## config.mk

```make
export PLATFORM = sky130hd
export DESIGN_NAME = serial_lin_transmitter
export DESIGN_NICKNAME = d
export VERILOG_FILES = /design/src/core/sci_tx_pkg.sv /design/src/core/serial_lin_transmitter.sv
export SDC_FILE = /design/constraint.sdc
export NUM_CORES = 1
export LEC_CHECK = 0
export BUFFER_PORTS_ARGS = -buffer_cell sky130_fd_sc_hd__clkbuf_2
export CAP_MARGIN = 20
export CORE_ASPECT_RATIO = 1.25
export CORE_MARGIN = 2
export CORE_UTILIZATION = 53
export DETAILED_ROUTE_END_ITERATION = 12
export HOLD_SLACK_MARGIN = 0.03
export PLACE_DENSITY = 0.77
export RECOVER_POWER = 50
export SETUP_SLACK_MARGIN = 0.3
export SLEW_MARGIN = 15
export SYNTH_ARGS = -nofsm -noshare
export SYNTH_HDL_FRONTEND = slang
export SYNTH_SLANG_ARGS = --single-unit
```

## constraint.sdc

```tcl
create_clock -name clk_sys -period 4.65 [get_ports clk_sys]
set_clock_uncertainty 0.05 [all_clocks]
set_input_delay 0.6975 -clock clk_sys [delete_from_list [all_inputs] [get_ports clk_sys]]
set_output_delay 0.6975 -clock clk_sys [all_outputs]
set_load 0.02 [all_outputs]
```

## src/core/sci_tx_pkg.sv

```systemverilog
// Purpose: constants and types for the serial transmitter with LIN option
// Assumes: AHB-Lite register access, 32-bit words
// Notes: offsets are byte addresses
`default_nettype none
package sci_tx_pkg;
    // register byte offsets
    localparam logic [7:0] OFF_STATUS = 8'h00;
    localparam logic [7:0] OFF_DATA = 8'h04;
    localparam logic [7:0] OFF_CTRL_ONE = 8'h08;
    localparam logic [7:0] OFF_CTRL_TWO = 8'h0C;
    localparam logic [7:0] OFF_BAUD = 8'h10;
    localparam logic [7:0] OFF_PRESC = 8'h14;
    localparam logic [7:0] OFF_IRQ_MASK = 8'h18;
    localparam logic [7:0] OFF_IRQ_EN = 8'h1C;
    localparam logic [7:0] OFF_IRQ_CLR = 8'h20;
    localparam logic [7:0] OFF_IRQ_STAT = 8'h24;
    // field positions
    localparam int CTL1_NINTH = 0;
    localparam int CTL1_WLEN = 1;
    localparam int CTL1_LIN = 2;
    localparam int CTL2_TXON = 0;
    localparam int CTL2_SBK = 1;
    localparam int CTL2_TIE = 2;
    localparam int CTL2_FRAME_DONE_IRQ_EN = 3;
    localparam int ST_TDE = 0;
    localparam int ST_TC = 1;
    localparam int ST_BUSY = 2;
    localparam int EV_TDE = 0;
    localparam int EV_TC = 1;
    // reset values
    localparam logic [7:0] RST_BAUD = 8'h01;
    localparam logic [7:0] RST_PRESC = 8'h00;
    // frame lengths in bits
    localparam logic [4:0] BRK_BITS = 5'h0D;
    localparam logic [4:0] BITS_8 = 5'h0A;
    localparam logic [4:0] BITS_9 = 5'h0B;
    typedef enum logic [1:0] {
        TX_IDLE = 2'b00,
        TX_DATA = 2'b01,
        TX_IDLEFRM = 2'b10,
        TX_BREAK = 2'b11
    } tx_state_t;
    typedef struct packed {
        logic sel;
        logic write;
        logic [7:0] addr;
    } ahb_req_t;
endpackage
`default_nettype wire

```

## src/core/serial_lin_transmitter.sv

```systemverilog
// Purpose: transmit path of an asynchronous serial interface with LIN master break
// Assumes: single clock clk_sys at 40 MHz, AHB-Lite slave with zero wait states
// Notes: stop bit is one bit; frame holds start, data, stop
//
// Local design decisions: the AHB-Lite register port and the placing of the registers.
`default_nettype none
// Overview of operation
// - with word-length select set, frames carry 9 data bits whose top bit is ninth_tx_bit.
// - data bits leave on the transmit pin least significant bit first.
// - the data register is a one-word holding buffer in front of the shift register.
// - setting tx_on sends one idle frame before any data frame.
// - holding_empty_flag clears on a status access followed by a data write.
// - holding_empty_flag sets when the buffer empties into the shift register.
// - the holding-empty interrupt needs its enable and the serial mask bit.
// - a data write during a frame waits in the buffer until that frame ends.
// - a data write while idle loads the shifter, starts at once, sets the empty flag.
// - frame_done_flag sets after a stop bit or break, interrupting if enabled and masked in.
// - frame_done_flag clears by the same status-then-data-write sequence.
// - the LIN select bit puts the transmitter in LIN master mode.
// - in LIN master mode send_break drives 13 low bit times.
module serial_lin_transmitter
    import sci_tx_pkg::*;
(
    input wire logic clk_sys,
    input wire logic reset,
    input wire logic hsel,
    input wire logic [31:0] haddr,
    input wire logic [1:0] htrans,
    input wire logic hwrite,
    input wire logic [2:0] hsize,
    input wire logic [31:0] hwdata,
    input wire logic hready,
    output logic [31:0] hrdata,
    output logic hreadyout,
    output logic hresp,
    output logic tx_pin,
    output logic irq
);
    ahb_req_t req_q;
    logic [7:0] ctl1_q, ctl2_q, baud_q, presc_q;
    logic mask_q;
    logic [1:0] irq_en_q, ev_q;
    logic tde_q, tc_q, stat_seen_q;
    logic [8:0] hold_q;
    logic hold_full_q, idle_pend_q;
    tx_state_t state_q;
    logic [10:0] shift_q;
    logic [4:0] bits_q;
    logic [15:0] tick_q;
    logic [3:0] pre_q;
    logic tx_q;
    logic wr_data, acc_stat, bit_end, frame_end, brk_req, tde_set;
    logic [4:0] data_bits;

    // address phase capture, zero wait states
    always_ff @(posedge clk_sys or posedge reset) begin
        if (reset) begin
            req_q <= '0;
        end else if (hready) begin
            req_q.sel <= hsel && htrans[1];
            req_q.write <= hwrite;
            req_q.addr <= haddr[7:0];
        end
    end

    function automatic logic hit(input ahb_req_t r, input logic [7:0] off, input logic w);
        hit = r.sel && (r.write == w) && (r.addr == off);
    endfunction

    assign hreadyout = 1'b1;
    assign hresp = 1'b0;
    assign wr_data = hit(req_q, OFF_DATA, 1'b1);
    // any access to status arms the clearing sequence
    assign acc_stat = req_q.sel && (req_q.addr == OFF_STATUS);

    // read mux; unmapped addresses read zero
    always_comb begin
        hrdata = 32'h0000_0000;
        if (req_q.sel && !req_q.write) begin
            case (req_q.addr)
                OFF_STATUS: hrdata = {29'h0, state_q != TX_IDLE, tc_q, tde_q};
                OFF_DATA: hrdata = {23'h0, hold_q};
                OFF_CTRL_ONE: hrdata = {24'h0, ctl1_q};
                OFF_CTRL_TWO: hrdata = {24'h0, ctl2_q};
                OFF_BAUD: hrdata = {24'h0, baud_q};
                OFF_PRESC: hrdata = {24'h0, presc_q};
                OFF_IRQ_MASK: hrdata = {31'h0, mask_q};
                OFF_IRQ_EN: hrdata = {30'h0, irq_en_q};
                OFF_IRQ_STAT: hrdata = {30'h0, ev_q};
                default: hrdata = 32'h0000_0000;
            endcase
        end
    end

    // control registers; send_break self-clears once taken
    always_ff @(posedge clk_sys or posedge reset) begin
        if (reset) begin
            ctl1_q <= 8'h00;
            ctl2_q <= 8'h00;
            baud_q <= RST_BAUD;
            presc_q <= RST_PRESC;
            mask_q <= 1'b0;
            irq_en_q <= 2'b00;
        end else begin
            if (hit(req_q, OFF_CTRL_ONE, 1'b1)) ctl1_q <= hwdata[7:0];
            if (hit(req_q, OFF_BAUD, 1'b1)) baud_q <= hwdata[7:0];
            if (hit(req_q, OFF_PRESC, 1'b1)) presc_q <= hwdata[7:0];
            if (hit(req_q, OFF_IRQ_MASK, 1'b1)) mask_q <= hwdata[0];
            if (hit(req_q, OFF_IRQ_EN, 1'b1)) irq_en_q <= hwdata[1:0];
            if (hit(req_q, OFF_CTRL_TWO, 1'b1)) begin
                ctl2_q <= hwdata[7:0];
            end else if (brk_req) begin
                ctl2_q[CTL2_SBK] <= 1'b0;
            end
        end
    end

    // idle frame request on the rising edge of tx_on
    always_ff @(posedge clk_sys or posedge reset) begin
        if (reset) begin
            idle_pend_q <= 1'b0;
        end else if (hit(req_q, OFF_CTRL_TWO, 1'b1) && hwdata[CTL2_TXON] && !ctl2_q[CTL2_TXON]) begin
            idle_pend_q <= 1'b1;
        end else if (state_q == TX_IDLE) begin
            idle_pend_q <= 1'b0;
        end
    end

    // break only in LIN master mode
    assign brk_req = ctl2_q[CTL2_SBK] && ctl1_q[CTL1_LIN] && state_q == TX_IDLE
        && !idle_pend_q && ctl2_q[CTL2_TXON];

    // baud tick: prescaler then divider, both whole counts
    always_ff @(posedge clk_sys or posedge reset) begin
        if (reset) begin
            pre_q <= 4'h0;
            tick_q <= 16'h0000;
        end else if (state_q == TX_IDLE) begin
            pre_q <= 4'h0;
            tick_q <= 16'h0000;
        end else if (pre_q >= presc_q[3:0]) begin
            pre_q <= 4'h0;
            tick_q <= bit_end ? 16'h0000 : tick_q + 16'h0001;
        end else begin
            pre_q <= pre_q + 4'h1;
        end
    end
    assign bit_end = (pre_q >= presc_q[3:0]) && (tick_q >= {8'h00, baud_q} - 16'h0001)
        && state_q != TX_IDLE;
    assign frame_end = bit_end && bits_q == 5'h01;
    assign data_bits = ctl1_q[CTL1_WLEN] ? BITS_9 : BITS_8;

    // frame sequencer and shifter; line idles high
    always_ff @(posedge clk_sys or posedge reset) begin
        if (reset) begin
            state_q <= TX_IDLE;
            shift_q <= 11'h7FF;
            bits_q <= 5'h00;
            tx_q <= 1'b1;
        end else begin
            case (state_q)
                TX_IDLE: begin
                    tx_q <= 1'b1;
                    if (!ctl2_q[CTL2_TXON]) begin
                        state_q <= TX_IDLE;
                    end else if (idle_pend_q) begin
                        state_q <= TX_IDLEFRM;
                        bits_q <= data_bits;
                        shift_q <= 11'h7FF;
                    end else if (brk_req) begin
                        state_q <= TX_BREAK;
                        bits_q <= BRK_BITS;
                        tx_q <= 1'b0;
                        shift_q <= 11'h000;
                    end else if (wr_data || hold_full_q) begin
                        // direct or buffered load when idle; stop high, start low, lsb next
                        state_q <= TX_DATA;
                        bits_q <= data_bits;
                        tx_q <= 1'b0;
                        shift_q <= wr_data ?
                            (ctl1_q[CTL1_WLEN] ? {1'b1, ctl1_q[CTL1_NINTH], hwdata[7:0], 1'b0}
                                               : {2'b11, hwdata[7:0], 1'b0}) :
                            (ctl1_q[CTL1_WLEN] ? {1'b1, hold_q, 1'b0}
                                               : {2'b11, hold_q[7:0], 1'b0});
                    end
                end
                default: begin
                    if (bit_end) begin
                        shift_q <= {1'b1, shift_q[10:1]};
                        tx_q <= (state_q == TX_BREAK) ? 1'b0 : shift_q[1];
                        bits_q <= bits_q - 5'h01;
                        if (frame_end) begin
                            state_q <= TX_IDLE;
                            tx_q <= 1'b1;
                        end
                    end
                end
            endcase
        end
    end
    assign tx_pin = tx_q;

    // holding buffer, takes a write while a frame is running
    always_ff @(posedge clk_sys or posedge reset) begin
        if (reset) begin
            hold_q <= 9'h000;
            hold_full_q <= 1'b0;
        end else if (wr_data && state_q != TX_IDLE) begin
            hold_q <= {ctl1_q[CTL1_NINTH], hwdata[7:0]};
            hold_full_q <= 1'b1;
        end else if (state_q == TX_IDLE && ctl2_q[CTL2_TXON] && !idle_pend_q && !brk_req) begin
            hold_full_q <= 1'b0;
        end
    end

    // a word moves into the shifter; shared by the flag and its sticky event
    assign tde_set = state_q == TX_IDLE && ctl2_q[CTL2_TXON] && !idle_pend_q && !brk_req
        && (wr_data || hold_full_q);

    // flags: set wins over the clearing sequence
    always_ff @(posedge clk_sys or posedge reset) begin
        if (reset) begin
            tde_q <= 1'b1;
            tc_q <= 1'b1;
            stat_seen_q <= 1'b0;
        end else begin
            if (acc_stat) stat_seen_q <= 1'b1;
            else if (wr_data) stat_seen_q <= 1'b0;
            if (tde_set) begin
                tde_q <= 1'b1;
            end else if (wr_data && stat_seen_q) begin
                tde_q <= 1'b0;
            end
            if (frame_end) begin
                tc_q <= 1'b1;
            end else if (wr_data && stat_seen_q) begin
                tc_q <= 1'b0;
            end
        end
    end

    // sticky events mark the moment a flag sets, so a write-one clear sticks while it stays
    always_ff @(posedge clk_sys or posedge reset) begin
        if (reset) begin
            ev_q <= 2'b00;
        end else begin
            for (int i = 0; i < 2; i++) begin
                if ((i == EV_TDE && tde_set) || (i == EV_TC && frame_end)) ev_q[i] <= 1'b1;
                else if (hit(req_q, OFF_IRQ_CLR, 1'b1) && hwdata[i]) ev_q[i] <= 1'b0;
            end
        end
    end

    // level interrupt: flag, own enable and serial mask bit all needed
    assign irq = mask_q && ((tde_q && ctl2_q[CTL2_TIE])
        || (tc_q && ctl2_q[CTL2_FRAME_DONE_IRQ_EN]));

    property p_break_low;
        @(posedge clk_sys) disable iff (reset)
        (state_q == TX_BREAK) |-> !tx_pin;
    endproperty
    a_break_low: assert property (p_break_low) else $error("break not low");

    property p_start_low;
        @(posedge clk_sys) disable iff (reset)
        ($past(state_q) == TX_IDLE && state_q == TX_DATA) |-> !tx_pin;
    endproperty
    a_start_low: assert property (p_start_low) else $error("start bit not low");

    property p_idle_high;
        @(posedge clk_sys) disable iff (reset)
        (state_q == TX_IDLEFRM) |-> tx_pin;
    endproperty
    a_idle_high: assert property (p_idle_high) else $error("idle frame not high");

    property p_tc_set;
        @(posedge clk_sys) disable iff (reset)
        frame_end |=> tc_q;
    endproperty
    a_tc_set: assert property (p_tc_set) else $error("frame done not set");

    property p_tde_clr;
        @(posedge clk_sys) disable iff (reset)
        (wr_data && stat_seen_q && state_q != TX_IDLE) |=> !tde_q;
    endproperty
    a_tde_clr: assert property (p_tde_clr) else $error("empty flag not cleared");

    property p_direct;
        @(posedge clk_sys) disable iff (reset)
        (wr_data && state_q == TX_IDLE && ctl2_q[CTL2_TXON] && !idle_pend_q && !brk_req)
            |=> (state_q == TX_DATA && tde_q);
    endproperty
    a_direct: assert property (p_direct) else $error("direct load failed");

    property p_hold;
        @(posedge clk_sys) disable iff (reset)
        (wr_data && state_q != TX_IDLE) |=> hold_full_q;
    endproperty
    a_hold: assert property (p_hold) else $error("holding buffer missed");

    property p_irq;
        @(posedge clk_sys) disable iff (reset)
        (tde_q && ctl2_q[CTL2_TIE] && mask_q) |-> irq;
    endproperty
    a_irq: assert property (p_irq) else $error("interrupt missing");

    property p_brk_len;
        @(posedge clk_sys) disable iff (reset)
        $rose(state_q == TX_BREAK) |-> bits_q == BRK_BITS;
    endproperty
    a_brk_len: assert property (p_brk_len) else $error("break length wrong");

    property p_irq_done;
        @(posedge clk_sys) disable iff (reset)
        (tc_q && ctl2_q[CTL2_FRAME_DONE_IRQ_EN] && mask_q) |-> irq;
    endproperty
    a_irq_done: assert property (p_irq_done) else $error("done irq missing");

    property p_irq_masked;
        @(posedge clk_sys) disable iff (reset)
        !mask_q |-> !irq;
    endproperty
    a_irq_masked: assert property (p_irq_masked) else $error("irq not masked");

    property p_tc_clr;
        @(posedge clk_sys) disable iff (reset)
        (wr_data && stat_seen_q && !frame_end) |=> !tc_q;
    endproperty
    a_tc_clr: assert property (p_tc_clr) else $error("frame done not cleared");

    property p_stop_high;
        @(posedge clk_sys) disable iff (reset)
        (state_q == TX_DATA && bits_q == 5'h01) |-> tx_pin;
    endproperty
    a_stop_high: assert property (p_stop_high) else $error("stop bit not high");

    property p_ev_tde;
        @(posedge clk_sys) disable iff (reset)
        tde_set |=> ev_q[EV_TDE];
    endproperty
    a_ev_tde: assert property (p_ev_tde) else $error("empty event missed");

    c_break: cover property (@(posedge clk_sys) state_q == TX_BREAK);
    c_data: cover property (@(posedge clk_sys) frame_end && state_q == TX_DATA);
    c_hold: cover property (@(posedge clk_sys) hold_full_q && frame_end);
    c_idle: cover property (@(posedge clk_sys) state_q == TX_IDLEFRM && frame_end);
    c_nine: cover property (@(posedge clk_sys) frame_end && state_q == TX_DATA && ctl1_q[CTL1_WLEN]);
endmodule
`default_nettype wire
```

After elaboration in Yosys (flattened, before gate mapping)

Index checks and enable logic that the tools add are counted.

Add/subtract/negate cells: 4
Magnitude comparators: 2
Equality and inequality tests: 14
Mux-type cells: 53
Reduce and logical (&&, ||, !) cells: 54

Operators by type and width:

| operator              | count |
|---|---|
| $pmux 9 s9            | 1 |
| $mux 11               | 6 |
| $mux 16               | 3 |
| $eq 8x5->1 const B    | 4 |
| $logic_and 1x1->1     | 32 |
| $mux 32               | 1 |
| $mux 10               | 3 |
| $mux 5                | 6 |
| $mux 1                | 24 |
| $reduce_bool 2->1     | 12 |
| $add 16x1->16 const B | 1 |
| $eq 8x4->1 const B    | 2 |
| $eq 8x6->1 const B    | 2 |
| $ge 16x16->1          | 1 |
| $mux 2                | 7 |
| $sub 8x1->9 const B   | 1 |
| $eq 8x3->1 const B    | 1 |
| $logic_not 8->1       | 1 |
| $mux 4                | 2 |
| $reduce_and 3->1      | 2 |
| $eq 5x1->1 const B    | 1 |
| $ne 5x4->1 const B    | 1 |
| $sub 5x1->5 const B   | 1 |
| $add 4x1->4 const B   | 1 |
| other kinds (7)       | 11 |

Bits in registers: 100
Bits of input ports: 74
Output and inout bits: 36
Logic and storage cells: 151

Longest topological paths before layout

Depth after elaboration: 8
Mapped depth: 12
Depth with buffers taken out: 11

Worst setup path before layout

OpenSTA, ideal clock, no wires.

Path type: reg2reg
Start point: reg baud_q[5]
End point: reg bits_q[1]
Setup time: 0.121 ns
Data arrival time: 3.040 ns
Required time: 4.479 ns
Setup slack: 1.438 ns
Stages on the path, launching flop included: 11
Buffers on the path: 0
Period minus slack after synthesis: 3.212 ns
Path through: dfrtp_1 -> nor4_1 -> nand2_1 -> or3_1 -> ha_1 -> a211oi_1 -> nor2_1 -> or4_1 -> nor2_1 -> nor2_4 -> o22a_1

Word-level cells in the longest chain between the ends: 6

Ends and longest elaborated chain:

| element                     | line                          | RTL |
|---|---|---|
| from (decl)                 | serial_lin_transmitter.sv:40  | `logic [7:0] ctl1_q, ctl2_q, baud_q, presc_q;` |
| from (signal assigned)      | serial_lin_transmitter.sv:106 | `if (hit(req_q, OFF_BAUD, 1'b1)) baud_q <= hwdata[7:0];` |
| $sub 8x1->9                 | serial_lin_transmitter.sv:148 | `assign bit_end = (pre_q >= presc_q[3:0]) && (tick_q >= {8'h00, baud_q} - 16'h0001)` |
| $ge 16x16->1                | serial_lin_transmitter.sv:148 |  |
| $logic_and 1x1->1           | serial_lin_transmitter.sv:148 |  |
| $logic_and 1x1->1           | serial_lin_transmitter.sv:149 | `&& state_q != TX_IDLE;` |
| $reduce_bool 2->1 (no line) | n/a                           |  |
| $reduce_and 3->1 (no line)  | n/a                           |  |
| to (signal assigned)        | serial_lin_transmitter.sv:168 | `bits_q <= data_bits;` |
| to (signal assigned)        | serial_lin_transmitter.sv:178 | `bits_q <= data_bits;` |
| to (signal assigned)        | serial_lin_transmitter.sv:191 | `bits_q <= bits_q - 5'h01;` |
| to (decl)                   | serial_lin_transmitter.sv:48  | `logic [4:0] bits_q;` |

Every way passes these cells.
A chain may end at the register's enable or synchronous reset.

Worst setup path in the final report

Start point: reg baud_q[4]
End point: reg shift_q[7]

Word-level cells in the longest chain between the ends: 6

Ends and longest elaborated chain:

| element                     | line                          | RTL |
|---|---|---|
| $sub 8x1->9                 | serial_lin_transmitter.sv:148 |  |
| $ge 16x16->1                | serial_lin_transmitter.sv:148 |  |
| $logic_and 1x1->1           | serial_lin_transmitter.sv:148 |  |
| $logic_and 1x1->1           | serial_lin_transmitter.sv:149 |  |
| $reduce_bool 2->1 (no line) | n/a                           |  |
| $reduce_and 3->1 (no line)  | n/a                           |  |
| to (signal assigned)        | serial_lin_transmitter.sv:180 | `shift_q <= wr_data ?` |
| to (signal assigned)        | serial_lin_transmitter.sv:189 | `shift_q <= {1'b1, shift_q[10:1]};` |
| to (decl)                   | serial_lin_transmitter.sv:47  | `logic [10:0] shift_q;` |

Every way passes these cells.

==> reports/qor.txt <==
======================================================================================
Worst-path cell with the longest stage delay                                    o21a_1
Levels on crit path                                                                 10
Via density                                                                       6.21
Number of antenna violations at the first check in global routing                    0
Status                                                                    complete, but fails checks
DRC viols                                                                            0
Family with the most delay on the worst path                              simple AND/OR/NAND/NOR gates
Power Density                                                              420 nW/um^2
Top post-synthesis cells by count                                         dfrtp_1, nand2_1, mux2_2
Asr flop ratio synth                                                              100%
Total negative slack                                                              0 ns
Switching Fraction                                                               35.0%
Leakage power                                                                  2.71 nW
Count of H-tree levels built during CTS                                              3
Core area                                                                   10600 um^2
Relative contribution of combinational cells to total power                      27.3%
Most frequently used flop master after synthesis                               dfrtp_1
Startpoint type of the worst setup path                                      flip-flop
Smallest setup slack after layout                                             0.712 ns
Portion of synthesized cell area occupied by the leading cell type               36.9%
Count of input and output buffers                                                   32
Violations in the final reports                                           max-capacitance violations, max-slew violations
Post-synthesis sequential element count                                             99
Post-DR wirelength/cell                                                        18.4 um
Ratio of cells with drive above 1 in the final layout                            21.5%
Cell with the most instances after synthesis                                   dfrtp_1
Width of the die                                                               97.3 um
Part of the Yosys area used for sequential elements                              43.3%
Number of max-cap violations                                                         2
Reg clk slew, reported paths                                                   0.07 ns
Crit Path Class                                                           flip-flop to flip-flop
Pin count of the biggest net entering global routing                                71
Worst-skew pair later-pin latency                                              0.35 ns
Min-Delay Path Class                                                      flip-flop to flip-flop
Distinct cell type count of the synthesized netlist                                 69
Leading post-synthesis cells by cell area                                 dfrtp_1, mux2_2, dfstp_2
TritonCTS clock tree                                                             built
Post-Place Setup Slack                                                        0.843 ns
DRT antenna net count                                                                0
Category of the worst setup path capture point                               flip-flop
Critical path data arrival time                                                4.14 ns
Part of the total power dissipated in the clock network                          26.9%
Post-synthesis cell count                                                          567
Depth of the worst register-to-register path                                        10
First-pass detailed-route iteration total                                            7
Total number of yosys warnings                                                       0
Floorplan die area                                                          11700 um^2
Hold Buf Count CTS                                                                   0
Hold-critical path depth                                                             2
Clock Tree Buf Depth                                                                 2
Finished layout cell area                                                    6160 um^2
Overall via count from detail_route                                               4498
Placed cell areas                                                            5890 um^2
Iteration-0 DRC count of the detailed router                                       532
Leading area contributor after synthesis                                       dfrtp_1
CTS Buf Count                                                                        9
Post-CTS Setup Repair Bufs                                                           0
Final Slew Violations                                                              102
Avg Inst Size Synth                                                          10.2 um^2
NumNets Final                                                                      686
Overflow left after global routing                                                   0
Number of setup violations in the final report                                       0
Drt total wl                                                                   13.3 mm
Hold Vio Cnt, Final                                                                  0
Net Sw Power                                                                  0.905 mW
Max Fanout on Critical Path                                                         16
Count of inserted antenna diode cells                                                0
IR drop worst, VDD                                                            0.304 mV
Final HPWL DP                                                                  9.58 mm
Final period demand of the worst path                                          3.94 ns
RSZ-0062 raised after global routing                                                no
Wire length of the first global-routing pass                                   22.2 mm
Clock sinks                                                                         99
Post-synth EDFFs                                                                     0
Max frequency                                                                  254 MHz
Initial Util                                                                     54.3%
Post-CTS resize count                                                                0
Layout overhead on the synthesized area                                          6.86%
Worst Tran Pin Value                                                           3.03 ns
Die extent in y                                                                 121 um
Cell at the root of the clock tree                                           clkbuf_16
Vias in the first global route                                                    4443
Worst rel slew slack                                                             -103%
Period utilisation layout                                                        84.7%
Site Rows                                                                           42
Pint                                                                           1.68 mW
Number of primary I/O pins                                                         110
Part of the power in registers                                                   45.9%
Worst path max stage delay                                                     0.65 ns
Post-synthesis instance area                                                 5760 um^2
CP required                                                                    4.85 ns
Crit path cell chain                                                      nor4_1, nand2_1, or3_1, ha_1, and4_1, o211ai_1, o32ai_1, o21a_1, nand2_4, o31ai_1
Weighted congestion reported at the end of routability-driven placement          0.906
Number of buffer and inverter instances along the worst setup path                   0
Total global routing track utilization                                           23.4%
======================================================================================
## sequential cells by signal, indices dropped and copies added (netlist names)
| register | cells |
|---|---|
| baud_q | 8 |
| bits_q | 5 |
| ctl1_q | 8 |
| ctl2_q | 8 |
| ev_q | 2 |
| hold_full_q | 1 |
| hold_q | 9 |
| idle_pend_q | 1 |
| irq_en_q | 2 |
| mask_q | 1 |
| pre_q | 4 |
| presc_q | 8 |
| req_q | 10 |
| shift_q | 10 |
| stat_seen_q | 1 |
| state_q | 2 |
| tc_q | 1 |
| tde_q | 1 |
| tick_q | 16 |
| tx_pin | 1 |
## power groups by stage
stage | Combinational (mW) | Clock (mW) | Sequential, mW
2_1_floorplan | 0.571 | 0 | 1.15
3_3_place_gp | 0.666 | 0 | 1.19
3_5_place_dp | 0.701 | 0 | 1.19
4_1_cts | 0.704 | 0.704 | 1.18
5_1_grt | 0.791 | 0.734 | 1.21
6_report | 0.705 | 0.694 | 1.19
## metal layers
| layer | vias up | wire length (um) | global-route usage (%) |
|---|---|---|---|
| met5 | - | 0 | 0 |
| met4 | 0 | 434 | 10.5 |
| met3 | 43 | 717 | 3.47 |
| met2 | 154 | 6700 | 40.3 |
| met1 | 2230 | 5440 | 29.5 |
| li1 | 2071 | - | - |
## metrics by stage
| step | hold slack (ns) | power (mW) | utilization, % | instances |
|---|---|---|---|---|
| after floorplan | 0.365 | 1.72 | - | 590 |
| after global placement | 0.402 | 1.85 | 55.5 | 708 |
| after detailed placement | 0.426 | 1.89 | 55.5 | 708 |
| after CTS | 0.439 | 2.59 | 58.1 | 724 |
| after global routing | 0.456 | 2.74 | 58.0 | 724 |
| final | 0.438 | 2.59 | 58.0 | 724 |
## final timing paths
kind / from / end / slack (ns)
min in group asynchronous: reset / ctl1_q[5] / 1.14
hold reg to reg: tx_pin / tx_pin / 0.44
hold / removal: tx_pin / tx_pin / 0.44
max in group asynchronous: reset / presc_q[2] / 1.06
setup / recovery: baud_q[4] / shift_q[7] / 0.71
setup reg to reg: baud_q[4] / shift_q[7] / 0.71
## final cells by class
cell class              count  area (um^2)
fillers                   915         4460
multi-input cells         426         2990
clock buffers              10          229
well taps                 132          165
inverters                  17         65.1
flip-flops and latches     99         2490
repair buffers             34          170
clock inverters             6         42.5
## worst reg2reg max path, stage by stage, from the launching register on
cell,delay (ns)
dfrtp_1,0.45
nor4_1,0.41
nand2_1,0.16
or3_1,0.48
ha_1,0.39
and4_1,0.25
o211ai_1,0.12
o32ai_1,0.36
o21a_1,0.65
nand2_4,0.20
o31ai_1,0.32
## cell usage in the layout, fill, tap and decap left out, drive strengths merged, types with 5 or more instances in the layout
cell type / netlist / layout
conb: 2 / 25
dfstp: 14 / 14
nand2: 58 / 58
nor3: 12 / 12
mux2: 49 / 49
a21oi: 27 / 27
xnor2: 6 / 6
ha: 25 / 25
nor4: 6 / 6
a31oi: 6 / 6
dfrtp: 85 / 85
nor2: 44 / 44
a222oi: 7 / 7
xor2: 13 / 13
nand3: 11 / 11
o21ai: 24 / 24
and3: 13 / 13
or4: 5 / 5
nand4: 9 / 9
o31ai: 9 / 9
a311oi: 9 / 9
a22oi: 7 / 7
clkbuf: 14 / 43
inv: 17 / 16
## kinds of logic (layout without fill, tap and decap cells)
kind of cell | after synthesis | count (layout) | share of synthesized area, %
simple gates | 183 | 183 | 16.8
compound gates | 121 | 121 | 14.9
flops | 99 | 99 | 43.3
buf+inv | 65 | 67 | 6.30
mux | 52 | 52 | 10.1
fa+ha+maj | 26 | 26 | 5.60
xor+xnor | 19 | 19 | 2.89
other cells | 2 | 25 | 0.130
Power figures use the tool's default switching activity.
